$ cat src/tcw_pkg.sv
// constants, states and operations of the ternary match lookup rule programmer
// assumes a one-clock host and a device that takes one cache word per write handshake
// Summary of operation
// RULE_01: initialize every address disabled before enabling lookups
// RULE_02: default rules initialized; device then applies them
// RULE_03: allocate shared blocks before lookups are enabled
// RULE_04: Xn rule fills n consecutive addresses, one write each
// RULE_05: rule size is larger of entry, action sizes
// RULE_06: unused entry addresses disabled, unused actions zero
// RULE_07: Xn rule starts on address multiple of n
// RULE_08: device counts hits at rule offset zero only
// RULE_09: write multi-address rules highest address first
// RULE_10: disable rules starting from lowest address
// RULE_11: type-group marker sits in low word bits
// RULE_12: entry marker in data bits, mask bits zero
// RULE_13: action marker in low action data bits
// RULE_14: counter words never carry a marker
// RULE_15: 1024 addresses per block, 36/70-bit words
// RULE_16: one-bit hit counter saturates at one
// RULE_17: entry sizes X1..X16, action sizes X1..X4
// RULE_18: entry offset zero marker is one-hot size
// RULE_19: entry marker zeros, width by offset alignment
// RULE_20: action offset zero marker 0b1 or 0b10
// RULE_21: action X4 0b100, odd 0b0, offset two 0b00
// RULE_22: data and mask both one means match-off
// RULE_23: wide rule matches only when every address matches
package tcw_pkg;
	localparam int ENTRY_W = 36; // entry and mask bits per address
	localparam int ACTION_W = 70; // action bits per address
	localparam int CNT_W = 1; // hit counter bits per address
	localparam int ADDR_W = 13; // device address bits
	localparam int BLOCK_WORDS = 1024; // addresses per allocated block
	localparam int ADDR_SPACE = 8192; // whole address space, cleared at bring-up
	localparam int OFF_W = 4; // offset inside a rule, up to X16
	localparam int MAX_WORDS = 16; // largest entry, in addresses
	localparam int ACT_WORDS = 4; // largest action, in addresses
	localparam int TG_W = 5; // widest type-group marker
	localparam logic [2:0] ESIZE_MAX = 3'h4; // X16 as log2
	localparam logic [1:0] ASIZE_MAX = 2'h2; // X4 as log2
	localparam logic [CNT_W-1:0] CNT_CLEAR = 1'h0; // counter value written
	// sequencer states, one-hot
	typedef enum logic [3:0] {
		ST_IDLE = 4'h1,
		ST_LOAD = 4'h2,
		ST_ACK = 4'h4,
		ST_REL = 4'h8
	} tcw_state_t;
	// operations run by the sequencer
	typedef enum logic [1:0] {
		OP_INIT = 2'h0,
		OP_WRITE = 2'h1,
		OP_DISABLE = 2'h2
	} tcw_op_t;
endpackage : tcw_pkg

$ cat src/tcw_tg_if.sv
// type-group lookup carrier between the sequencer and the marker encoder
// assumes both ends sit in the same clock domain; the encoder is combinational
`timescale 1ns/1ps
interface tcw_tg_if;
	logic [tcw_pkg::OFF_W-1:0] offset; // address offset inside the rule
	logic [2:0] esize; // entry size, log2 of addresses
	logic [1:0] asize; // action size, log2 of addresses
	logic [tcw_pkg::TG_W-1:0] e_val; // entry marker value
	logic [tcw_pkg::TG_W-1:0] e_msk; // entry marker bit positions
	logic [tcw_pkg::TG_W-1:0] a_val; // action marker value
	logic [tcw_pkg::TG_W-1:0] a_msk; // action marker bit positions
	logic e_live; // offset lies inside the entry
	logic a_live; // offset lies inside the action
	// sequencer side
	modport ctrl (output offset, esize, asize, input e_val, e_msk, a_val, a_msk, e_live, a_live);
	// encoder side
	modport enc (input offset, esize, asize, output e_val, e_msk, a_val, a_msk, e_live, a_live);
endinterface : tcw_tg_if
$ cat src/tcw_host.sv
// rule programmer that drives the classifier cache write pins of the device
// assumes a four-phase write handshake: the device raises ack after taking
// a word and drops it after the write strobe falls; ack arrives asynchronously
`timescale 1ns/1ps
module tcw_host #(
	parameter int INIT_WORDS = tcw_pkg::ADDR_SPACE // addresses cleared at bring-up
) (
	// clock and reset
	input wire logic clk_i,
	input wire logic nrst_i,
	// bring-up control
	input wire logic init_start_i,
	input wire logic alloc_done_i,
	output logic lookup_en_o,
	// rule request
	input wire logic req_valid_i,
	input wire logic [1:0] req_op_i,
	input wire logic [tcw_pkg::ADDR_W-1:0] req_addr_i,
	input wire logic [2:0] req_esize_i,
	input wire logic [1:0] req_asize_i,
	input wire logic [tcw_pkg::MAX_WORDS*tcw_pkg::ENTRY_W-1:0] req_entry_i,
	input wire logic [tcw_pkg::MAX_WORDS*tcw_pkg::ENTRY_W-1:0] req_mask_i,
	input wire logic [tcw_pkg::ACT_WORDS*tcw_pkg::ACTION_W-1:0] req_action_i,
	output logic req_ready_o,
	output logic done_o,
	output logic err_o,
	// device cache write pins
	output logic [tcw_pkg::ADDR_W-1:0] dev_addr_o,
	output logic [tcw_pkg::ENTRY_W-1:0] dev_entry_o,
	output logic [tcw_pkg::ENTRY_W-1:0] dev_mask_o,
	output logic [tcw_pkg::ACTION_W-1:0] dev_action_o,
	output logic [tcw_pkg::CNT_W-1:0] dev_cnt_o,
	output logic dev_wr_o,
	input wire logic dev_ack_i
);
	localparam logic [tcw_pkg::ADDR_W-1:0] INIT_LAST = tcw_pkg::ADDR_W'(INIT_WORDS - 1);
	localparam logic [tcw_pkg::ENTRY_W-1:0] ENTRY_OFF = '1; // match-off in every bit

	logic rst_meta_q; // reset release, first stage
	logic rst_nq; // synchronized active-low reset
	logic ack_s; // device ack after synchronizer
	tcw_pkg::tcw_state_t state_q; // sequencer state
	tcw_pkg::tcw_op_t op_q; // running operation
	logic [tcw_pkg::ADDR_W-1:0] base_q; // rule base, or init address
	logic [tcw_pkg::OFF_W-1:0] off_q; // offset being written
	logic [tcw_pkg::OFF_W-1:0] last_q; // last offset of the rule
	logic [2:0] esize_q; // entry size, log2
	logic [1:0] asize_q; // action size, log2
	logic [tcw_pkg::MAX_WORDS*tcw_pkg::ENTRY_W-1:0] ent_q; // entry words
	logic [tcw_pkg::MAX_WORDS*tcw_pkg::ENTRY_W-1:0] msk_q; // mask words
	logic [tcw_pkg::ACT_WORDS*tcw_pkg::ACTION_W-1:0] act_q; // action words
	logic dev_wr_q; // write strobe
	logic [tcw_pkg::ADDR_W-1:0] dev_addr_q; // word address
	logic [tcw_pkg::ENTRY_W-1:0] dev_entry_q; // entry word
	logic [tcw_pkg::ENTRY_W-1:0] dev_mask_q; // mask word
	logic [tcw_pkg::ACTION_W-1:0] dev_action_q; // action word
	logic [tcw_pkg::CNT_W-1:0] dev_cnt_q; // counter word
	logic ready_q; // idle and accepting
	logic done_q; // operation finished pulse
	logic err_q; // request refused pulse
	logic init_done_q; // whole memory cleared
	logic lookup_en_q; // lookups may run
	logic [2:0] req_nlog; // requested rule size, log2
	logic [4:0] req_last5; // requested last offset, widened
	logic [tcw_pkg::OFF_W-1:0] req_last; // requested last offset
	logic req_ok; // request is legal
	logic take_init; // bring-up clear starts
	logic take_req; // rule request is looked at
	logic final_w; // current word is the last of the operation
	logic rel_w; // handshake for the current word is complete
	logic [tcw_pkg::ENTRY_W-1:0] e_raw; // entry payload at offset
	logic [tcw_pkg::ENTRY_W-1:0] m_raw; // mask payload at offset
	logic [tcw_pkg::ACTION_W-1:0] a_raw; // action payload at offset
	logic [tcw_pkg::ENTRY_W-1:0] e_tgm; // entry marker positions
	logic [tcw_pkg::ENTRY_W-1:0] e_tgv; // entry marker value
	logic [tcw_pkg::ACTION_W-1:0] a_tgm; // action marker positions
	logic [tcw_pkg::ACTION_W-1:0] a_tgv; // action marker value

	tcw_tg_if tg ();

	// marker encoder
	tcw_marker u_marker (
		.tg(tg.enc)
	);

	// ack pin synchronizer
	tcw_sync #(
		.W(1)
	) u_ack_sync (
		.clk_i(clk_i),
		.rst_ni(rst_nq),
		.d_i(dev_ack_i),
		.q_o(ack_s)
	);

	// reset release through two flip-flops
	always_ff @(posedge clk_i or negedge nrst_i) begin
		if (!nrst_i) begin
			rst_meta_q <= 1'b0;
			rst_nq <= 1'b0;
		end else begin
			rst_meta_q <= 1'b1;
			rst_nq <= rst_meta_q;
		end
	end

	// request checks and per-word decode
	always_comb begin
		req_nlog = (req_esize_i > {1'b0, req_asize_i}) ? req_esize_i : {1'b0, req_asize_i}; // RULE_05
		req_last5 = (5'h01 << req_nlog) - 5'h01;
		req_last = req_last5[tcw_pkg::OFF_W-1:0];
		req_ok = init_done_q && (req_esize_i <= tcw_pkg::ESIZE_MAX) // RULE_01 RULE_17
			&& (req_asize_i <= tcw_pkg::ASIZE_MAX) // RULE_17
			&& ((req_addr_i[tcw_pkg::OFF_W-1:0] & req_last) == 4'h0) // RULE_07
			&& ((req_op_i == tcw_pkg::OP_WRITE) || (req_op_i == tcw_pkg::OP_DISABLE));
		take_init = (state_q == tcw_pkg::ST_IDLE) && init_start_i;
		take_req = (state_q == tcw_pkg::ST_IDLE) && !init_start_i && req_valid_i;
		rel_w = (state_q == tcw_pkg::ST_REL) && !ack_s;
		case (op_q)
			tcw_pkg::OP_INIT: final_w = base_q == INIT_LAST; // RULE_01
			tcw_pkg::OP_WRITE: final_w = off_q == 4'h0; // RULE_09
			tcw_pkg::OP_DISABLE: final_w = off_q == last_q; // RULE_10
			default: final_w = 1'b1;
		endcase
		e_raw = ent_q[off_q*tcw_pkg::ENTRY_W +: tcw_pkg::ENTRY_W];
		m_raw = msk_q[off_q*tcw_pkg::ENTRY_W +: tcw_pkg::ENTRY_W];
		a_raw = act_q[off_q[1:0]*tcw_pkg::ACTION_W +: tcw_pkg::ACTION_W];
		e_tgm = {{(tcw_pkg::ENTRY_W-tcw_pkg::TG_W){1'b0}}, tg.e_msk};
		e_tgv = {{(tcw_pkg::ENTRY_W-tcw_pkg::TG_W){1'b0}}, tg.e_val};
		a_tgm = {{(tcw_pkg::ACTION_W-tcw_pkg::TG_W){1'b0}}, tg.a_msk};
		a_tgv = {{(tcw_pkg::ACTION_W-tcw_pkg::TG_W){1'b0}}, tg.a_val};
	end

	assign tg.offset = off_q;
	assign tg.esize = esize_q;
	assign tg.asize = asize_q;

	// sequencer: takes an operation and walks its addresses
	always_ff @(posedge clk_i or negedge rst_nq) begin
		if (!rst_nq) begin
			state_q <= tcw_pkg::ST_IDLE;
			op_q <= tcw_pkg::OP_INIT;
			base_q <= '0;
			off_q <= '0;
			last_q <= '0;
			esize_q <= '0;
			asize_q <= '0;
			ent_q <= '0;
			msk_q <= '0;
			act_q <= '0;
		end else begin
			case (state_q)
				tcw_pkg::ST_IDLE: begin
					if (take_init) begin
						// clear from address zero upward, one word each
						op_q <= tcw_pkg::OP_INIT;
						base_q <= '0;
						off_q <= '0;
						last_q <= '0;
						state_q <= tcw_pkg::ST_LOAD;
					end else if (take_req && req_ok) begin
						op_q <= tcw_pkg::tcw_op_t'(req_op_i);
						base_q <= req_addr_i;
						last_q <= req_last;
						esize_q <= req_esize_i;
						asize_q <= req_asize_i;
						ent_q <= req_entry_i;
						msk_q <= req_mask_i;
						act_q <= req_action_i;
						// writes start at the top, disables at the bottom
						off_q <= (req_op_i == tcw_pkg::OP_WRITE) ? req_last : 4'h0; // RULE_09 RULE_10
						state_q <= tcw_pkg::ST_LOAD;
					end
				end
				tcw_pkg::ST_LOAD: begin
					state_q <= tcw_pkg::ST_ACK;
				end
				tcw_pkg::ST_ACK: begin
					if (ack_s) begin
						state_q <= tcw_pkg::ST_REL;
					end
				end
				tcw_pkg::ST_REL: begin
					if (rel_w) begin
						if (final_w) begin
							state_q <= tcw_pkg::ST_IDLE;
						end else begin
							// next address of the same operation
							state_q <= tcw_pkg::ST_LOAD;
							case (op_q)
								tcw_pkg::OP_INIT: base_q <= base_q + 13'h0001; // RULE_01
								tcw_pkg::OP_WRITE: off_q <= off_q - 4'h1; // RULE_04 RULE_09
								default: off_q <= off_q + 4'h1; // RULE_04 RULE_10
							endcase
						end
					end
				end
				default: begin
					state_q <= tcw_pkg::ST_IDLE;
				end
			endcase
		end
	end

	// device words: built in the load state, held until ack
	always_ff @(posedge clk_i or negedge rst_nq) begin
		if (!rst_nq) begin
			dev_wr_q <= 1'b0;
			dev_addr_q <= '0;
			dev_entry_q <= '0;
			dev_mask_q <= '0;
			dev_action_q <= '0;
			dev_cnt_q <= '0;
		end else if (state_q == tcw_pkg::ST_LOAD) begin
			dev_wr_q <= 1'b1;
			dev_addr_q <= base_q + {{(tcw_pkg::ADDR_W-tcw_pkg::OFF_W){1'b0}}, off_q}; // RULE_04 RULE_05
			dev_cnt_q <= tcw_pkg::CNT_CLEAR; // RULE_14 RULE_16
			if ((op_q != tcw_pkg::OP_WRITE) || !tg.e_live) begin
				// disabled entry: match-off in every bit
				dev_entry_q <= ENTRY_OFF; // RULE_01 RULE_06 RULE_10 RULE_22
				dev_mask_q <= ENTRY_OFF; // RULE_22
			end else begin
				// marker ones match one, zeros match zero
				dev_entry_q <= (e_raw & ~e_tgm) | e_tgv; // RULE_11 RULE_12
				dev_mask_q <= m_raw & ~e_tgm; // RULE_12
			end
			if ((op_q != tcw_pkg::OP_WRITE) || !tg.a_live) begin
				dev_action_q <= '0; // RULE_01 RULE_06
			end else begin
				dev_action_q <= (a_raw & ~a_tgm) | a_tgv; // RULE_11 RULE_13
			end
		end else if ((state_q == tcw_pkg::ST_ACK) && ack_s) begin
			dev_wr_q <= 1'b0;
		end
	end

	// status pulses and ready level
	always_ff @(posedge clk_i or negedge rst_nq) begin
		if (!rst_nq) begin
			ready_q <= 1'b0;
			done_q <= 1'b0;
			err_q <= 1'b0;
		end else begin
			done_q <= rel_w && final_w;
			err_q <= take_req && !req_ok;
			if (take_init || (take_req && req_ok)) begin
				ready_q <= 1'b0;
			end else if ((state_q == tcw_pkg::ST_IDLE) || (rel_w && final_w)) begin
				ready_q <= 1'b1;
			end
		end
	end

	// bring-up: lookups only after clearing and block allocation
	always_ff @(posedge clk_i or negedge rst_nq) begin
		if (!rst_nq) begin
			init_done_q <= 1'b0;
			lookup_en_q <= 1'b0;
		end else begin
			if (rel_w && final_w && (op_q == tcw_pkg::OP_INIT)) begin
				init_done_q <= 1'b1; // RULE_01
			end
			if (init_done_q && alloc_done_i) begin
				lookup_en_q <= 1'b1; // RULE_02 RULE_03
			end
		end
	end

	assign lookup_en_o = lookup_en_q;
	assign req_ready_o = ready_q;
	assign done_o = done_q;
	assign err_o = err_q;
	assign dev_addr_o = dev_addr_q;
	assign dev_entry_o = dev_entry_q;
	assign dev_mask_o = dev_mask_q;
	assign dev_action_o = dev_action_q;
	assign dev_cnt_o = dev_cnt_q;
	assign dev_wr_o = dev_wr_q;
endmodule : tcw_host

$ cat src/tcw_marker.sv
// type-group marker encoder for first-stage classifier entries and actions
// assumes sizes already checked against the supported range
`timescale 1ns/1ps
module tcw_marker (
	// lookup request and answer
	tcw_tg_if.enc tg
);
	logic [tcw_pkg::TG_W-1:0] off5; // offset widened to marker width
	logic [tcw_pkg::TG_W-1:0] run; // low bits up to the lowest set offset bit
	logic [tcw_pkg::TG_W-1:0] e_one; // one-hot entry size
	logic [tcw_pkg::TG_W-1:0] a_one; // one-hot action size

	// marker value and width from offset and size
	always_comb begin
		off5 = {1'b0, tg.offset};
		run = off5 ^ (off5 - 5'h01); // RULE_19 RULE_21
		e_one = 5'h01 << tg.esize;
		a_one = 5'h01 << tg.asize;
		tg.e_live = off5 < e_one;
		tg.a_live = off5 < a_one;
		if (tg.offset == 4'h0) begin
			// first address: one-hot size, one bit wider than its log2
			tg.e_val = e_one; // RULE_18
			tg.e_msk = e_one | (e_one - 5'h01); // RULE_18
			tg.a_val = a_one; // RULE_20 RULE_21
			tg.a_msk = a_one | (a_one - 5'h01); // RULE_20 RULE_21
		end else begin
			// later addresses: zeros, width set by offset alignment
			tg.e_val = 5'h00; // RULE_19
			tg.e_msk = run; // RULE_19
			tg.a_val = 5'h00; // RULE_21
			tg.a_msk = run; // RULE_21
		end
	end
endmodule : tcw_marker

$ cat src/tcw_sync.sv
// two-stage level synchronizer for inputs from outside the clock domain
// assumes an already synchronized active-low reset
`timescale 1ns/1ps
module tcw_sync #(
	parameter int W = 1
) (
	// clock and reset
	input wire logic clk_i,
	input wire logic rst_ni,
	// level in and out
	input wire logic [W-1:0] d_i,
	output logic [W-1:0] q_o
);
	logic [W-1:0] meta_q; // first stage, read only by the second
	logic [W-1:0] sync_q; // second stage

	// two flip-flops in a row
	always_ff @(posedge clk_i or negedge rst_ni) begin
		if (!rst_ni) begin
			meta_q <= '0;
			sync_q <= '0;
		end else begin
			meta_q <= d_i;
			sync_q <= meta_q;
		end
	end

	assign q_o = sync_q;
endmodule : tcw_sync

$ cat config.mk
export PLATFORM = sky130hd
export DESIGN_NAME = tcw_host
export DESIGN_NICKNAME = d
export VERILOG_FILES = /design/src/tcw_pkg.sv /design/src/tcw_tg_if.sv /design/src/tcw_host.sv /design/src/tcw_marker.sv /design/src/tcw_sync.sv
export SDC_FILE = /design/constraint.sdc
export NUM_CORES = 2
export LEC_CHECK = 0
export BUFFER_PORTS_ARGS = -buffer_cell sky130_fd_sc_hd__buf_2
export CAP_MARGIN = 20
export CORE_AREA = 2 2 622 624
export CTS_CLUSTER_SIZE = 24
export DETAILED_ROUTE_END_ITERATION = 10
export DIE_AREA = 0 0 624 626
export GPL_TIMING_DRIVEN = 0
export SLEW_MARGIN = 5
export SYNTH_ARGS = -nofsm -noshare
export SYNTH_HDL_FRONTEND = slang
export SYNTH_SLANG_ARGS = --single-unit
$ cat constraint.sdc
create_clock -name clk_i -period 65.8 [get_ports clk_i]
set_clock_uncertainty 0.15 [all_clocks]
set_input_delay 0 -clock clk_i [delete_from_list [all_inputs] [get_ports clk_i]]
set_output_delay 0 -clock clk_i [all_outputs]
set_load 0.05 [all_outputs]
==> results of run 1 <==
cells in the mapped netlist, drive strengths merged, types with 3 or more instances:
master and instances:
o21ai 24, nand2b 6, a22oi 3, o21bai 3, mux2 4, or3b 3
nor2b 5, nor3 13, nand2 4246, clkbuf 163, nand3 10, dfrtp 1592
a31oi 8, xnor2 9, mux4 419, ha 18, and3 7, a21oi 53
inv 20, and2 5, a21o 3, a211oi 6, o21a 6, nand4 4
buf 300, a2bb2oi 8, a22o 69, or3 4, nor2 46, o31a 3
xor2 12, o22a 68
logic make-up after synthesis:
kind of cell	synth area share [%]
simple gates	23.2
flops	56.0
xor+xnor	0.258
mux	13.3
compound gates	2.84
other cells	0.0105
fa+ha+maj	0.372
buf+inv	3.99
through the flow:
step / TNS, ns / setup slack (ns) / util [%] / hold slack (ns) / instance area [um2]
after floorplan: 0 / 17.96 / - / -0.446 / 71200
after global placement: -6924.58 / -5.32 / 22.2 / -0.363 / 85500
after detailed placement: 0 / 59.45 / 22.6 / -0.356 / 86800
==> reports/qor.yml, run 1 <==
synth:
  synth_ff_type: "dfrtp_1"
  syn_area_per_cell_um2: 9.93
  synthArstFlopShare_pct: 100
  ys_ff_latch: 1593
  synth_top_area_cell: "dfrtp_1"
  synthCells: 7173
  netlist-cell-type-count: 59
  synth_area_leaders: "dfrtp_1, nand2_1, mux4_2, buf_6, buf_2"
  seq_area_frac_synth_pct: 56.0
  synthesis.nets: 8651
  synth_edf_count: 0
  yosysTopAreaCellShare_pct: 55.9
  yosys_warnings: 0
  synthesis.area_um2: 71200
outcome:
  lastStage: "clock tree synthesis (4_1_cts)"
  error: "[ERROR RSZ-0060] Max buffer count reached."
  status: "aborted with a tool error"
cts:
  postCtsSetupBuffers: 0
  cts_buffers: 194
  ctsHoldBuffers: 2843
  cts.htree.levels: 4
  postCtsResizedCells: 0
  clockBufferDepth: 4
  cts_root_buf: "clkbuf_16"
  clock-sinks: 1593
floorplan:
  die_y_um: 626
  start_util_pct: 18.5
  fp.dieW_um: 624
  ios: 1619
  num_rows: 228
place:
  dp_hpwl_um: 369000
  routabilityCongestion: 0.975
  io_buffers: 1580
  placed_cells: 13866
==> run 2: changes to the inputs <==
- CORE_AREA: 2 2 622 624 -> 2 2 637 639
- CTS_CLUSTER_SIZE: 24 -> not set
- DIE_AREA: 0 0 624 626 -> 0 0 639 641
- PLACE_DENSITY_LB_ADDON: not set -> 0.15
==> reports/qor.yml, run 2 <==
timing:
  post-route-period-util_pct: 9.79
  slew_headroom_pct: 21.2
  rsz0062_at_grt: "no"
  fmaxAchievable_mhz: 155
  hold_viol_final: 0
  setup_viol: 0
  worst_pin_slew_ns: 1.18
  tns_ns: 0
  slew_violations: 0
  fin_crit_ns: 6.44
synth:
  synth_edf_count: 0
  synth_top_area_cell: "dfrtp_1"
  synthCells: 7173
  synthArstFlopShare_pct: 100
  synthesis.area_um2: 71200
  synthesis.nets: 8651
  seq_area_frac_synth_pct: 56.0
  ys_ff_latch: 1593
  synth.most_common_cell: "nand2_1"
  netlist-cell-type-count: 59
  syn_area_per_cell_um2: 9.93
  synth_ff_type: "dfrtp_1"
  synthTopCellsByCount: "nand2_1, dfrtp_1, mux4_2"
  yosys_warnings: 0
  yosysTopAreaCellShare_pct: 55.9
  synth_area_leaders: "dfrtp_1, nand2_1, mux4_2, buf_6, buf_2"
hold_path:
  hold_depth: 4
  min_from: "req_mask_i[433]"
  min_path_type: "primary input to register"
global_route:
  globalRouteOverflowTotal: 0
  grt_pass1_wl_um: 633000
  antenna_found_initial: 258
  grt_max_degree: 66
  grt_usage_pct: 22.2
  grt_pass1_vias: 78468
floorplan:
  dieArea_um2: 410000
  coreArea_um2: 402000
  ios: 1619
  num_rows: 233
  die_y_um: 641
  start_util_pct: 17.7
  fp.dieW_um: 639
critical_path:
  crit_chain: "dlygate4sd3_1 > buf_2 > dlygate4sd3_1 > inv_1 > ha_1 > nor2b_1 > o21ai_0 > nand2_1 > a21oi_1 > inv_1 > ha_1 > a211oi_1 > o32ai_1 > mux2_2 > nor4_1 > buf_2 > buf_2 > buf_2 > buf_2 > nand2_1 > nand2_1"
  cp_slowest_cell: "buf_2"
  arrival_ns: 7.13
  r2r_cells: 15
  required_ns: 66.49
  path_buf_inv: 9
  cp-start-kind: "primary input"
  cpLargestDelayFamily: "buffers and inverters"
  setup.worst_path.end_class: "register"
  path_depth: 21
  crit_top_cell: "buf_2"
  cpPeakStageDelay_ns: 0.82
  crit_path_max_fanout: 11
  startpoint: "req_asize_i[1]"
  regToRegStartpoint: "off_q[0]"
  crit_type: "primary input to register"
cells_and_area:
  utilization_pct: 30.5
  reg_top3: "ent_q: 560 flops, msk_q: 560 flops, act_q: 276 flops"
  syn_to_final_growth_pct: 72.3
  fillers: 42325
  finalNonFillerCells: 17460
  final_cell_mix: "nand2_1, dlygate4sd3_1, buf_2"
  layout-drive-gt1-share_pct: 22.2
  nNetsFinal: 13335
  final_common_cell: "nand2_1"
cts:
  cts_tree: "built"
  postCtsSetupBuffers: 0
  cts.htree.levels: 4
  clock-sinks: 1593
  cts.clk_slew.worst_paths_ns: 0.06
  clk_latency_ns: 0.92
  cts_buffers: 204
  cts_root_buf: "clkbuf_16"
  clockBufferDepth: 4
routing:
  via_count: 73895
  ant_nets: 0
  drt-initial-drc-count: 4758
  drt-vias-per-instance: 4.23
  drcViolationCount: 0
  totalWireLength_um: 465000
  wire_per_inst_um: 26.7
  firstDrtPassIters: 7
place:
  io_buffers: 1580
  routabilityCongestion: 0.919
  placed_cells: 14091
  dp_hpwl_um: 364000
pwr:
  power_density_nw_per_um2: 24.2
  p_leak_nw: 61.2
  max-vdd-ir-drop_v: 0.0000196
outcome:
  status: "completed"
run:
  drv_cap: 0
## run 2: cell counts after synthesis
No cell type changed its count.
## run 2: through the flow
stage / area [um2] / worst slack, ns / hold WS [ns] / power (mW)
final: 123000 / 59.36 / 0.0400 / 2.97
after global routing: 123000 / 58.83 / 0.0307 / 3.09
after global placement: 85800 / -7.18 / -0.363 / 1.67
after CTS: 122000 / 59.11 / 0.00566 / 3.02
after floorplan: 71200 / 17.96 / -0.446 / 1.35
after detailed placement: 87000 / 59.39 / -0.362 / 1.68
## run 2: kinds of logic (layout without fill, tap and decap cells)
family | Yosys count | in the layout | synth area share, %
buf+inv | 483 | 5329 | 3.99
mux | 425 | 425 | 13.3
compound gates | 270 | 270 | 2.84
flops | 1593 | 1593 | 56.0
simple gates | 4359 | 4359 | 23.2
xor+xnor | 21 | 21 | 0.258
fa+ha+maj | 20 | 20 | 0.372
other cells | 2 | 156 | 0.0105
## run 2: worst min-delay path: stages
cell           delay [ns]
dlygate4sd3_1        0.62
buf_2                0.13
nand2_1              0.17
nand2_1              0.12
## run 2: layer usage
layer / vias to the layer above / routed length, um / GRT usage, %
met3: 972 / 25200 / 3.82
met2: 2829 / 222000 / 37.4
li1: 32844 / - / -
met1: 37166 / 193000 / 27.7
met4: 84 / 24300 / 9.98
met5: - / 550 / 0
## run 2: final timing paths
| path | endpoint | slack [ns] |
|---|---|---|
| max in group asynchronous | act_q[38] | 62.11 |
| hold / removal | msk_q[433] | 0.04 |
| min in group asynchronous | msk_q[510] | 0.14 |
| setup / recovery | msk_q[523] | 59.36 |
| hold reg to reg | msk_q[510] | 0.14 |
| setup reg to reg | base_q[7] | 59.81 |
## run 2: power breakdown
group          internal (mW)  leakage, nW  switching, mW  total (mW)
combinational          0.312         36.0          0.459       0.771
sequential             0.997         21.8         0.0163        1.01
clock                  0.691         3.37          0.494        1.18
## run 2: cell type report
| type | instances | area [um2] | area share [%] |
|---|---|---|---|
| Inverter | 20 | 75.1 | 0.0612 |
| Clock inverter | 70 | 952 | 0.776 |
| Tap cell | 5287 | 6620 | 5.39 |
| Multi-Input combinational cell | 5097 | 28500 | 23.2 |
| Clock buffer | 298 | 5910 | 4.82 |
| Timing Repair Buffer | 4478 | 37600 | 30.6 |
| Sequential cell | 1593 | 39900 | 32.5 |
| Buffer | 463 | 2810 | 2.29 |
| Antenna cell | 154 | 385 | 0.314 |
## run 2: timing repair
item                                     CTS  global route
gates resized for setup                    0             0
hold buffers                            2844             0
endpoints found under the setup margin     0             0
hold endpoints to repair                1431             0
No activity file was read; power rests on OpenSTA's default activity.
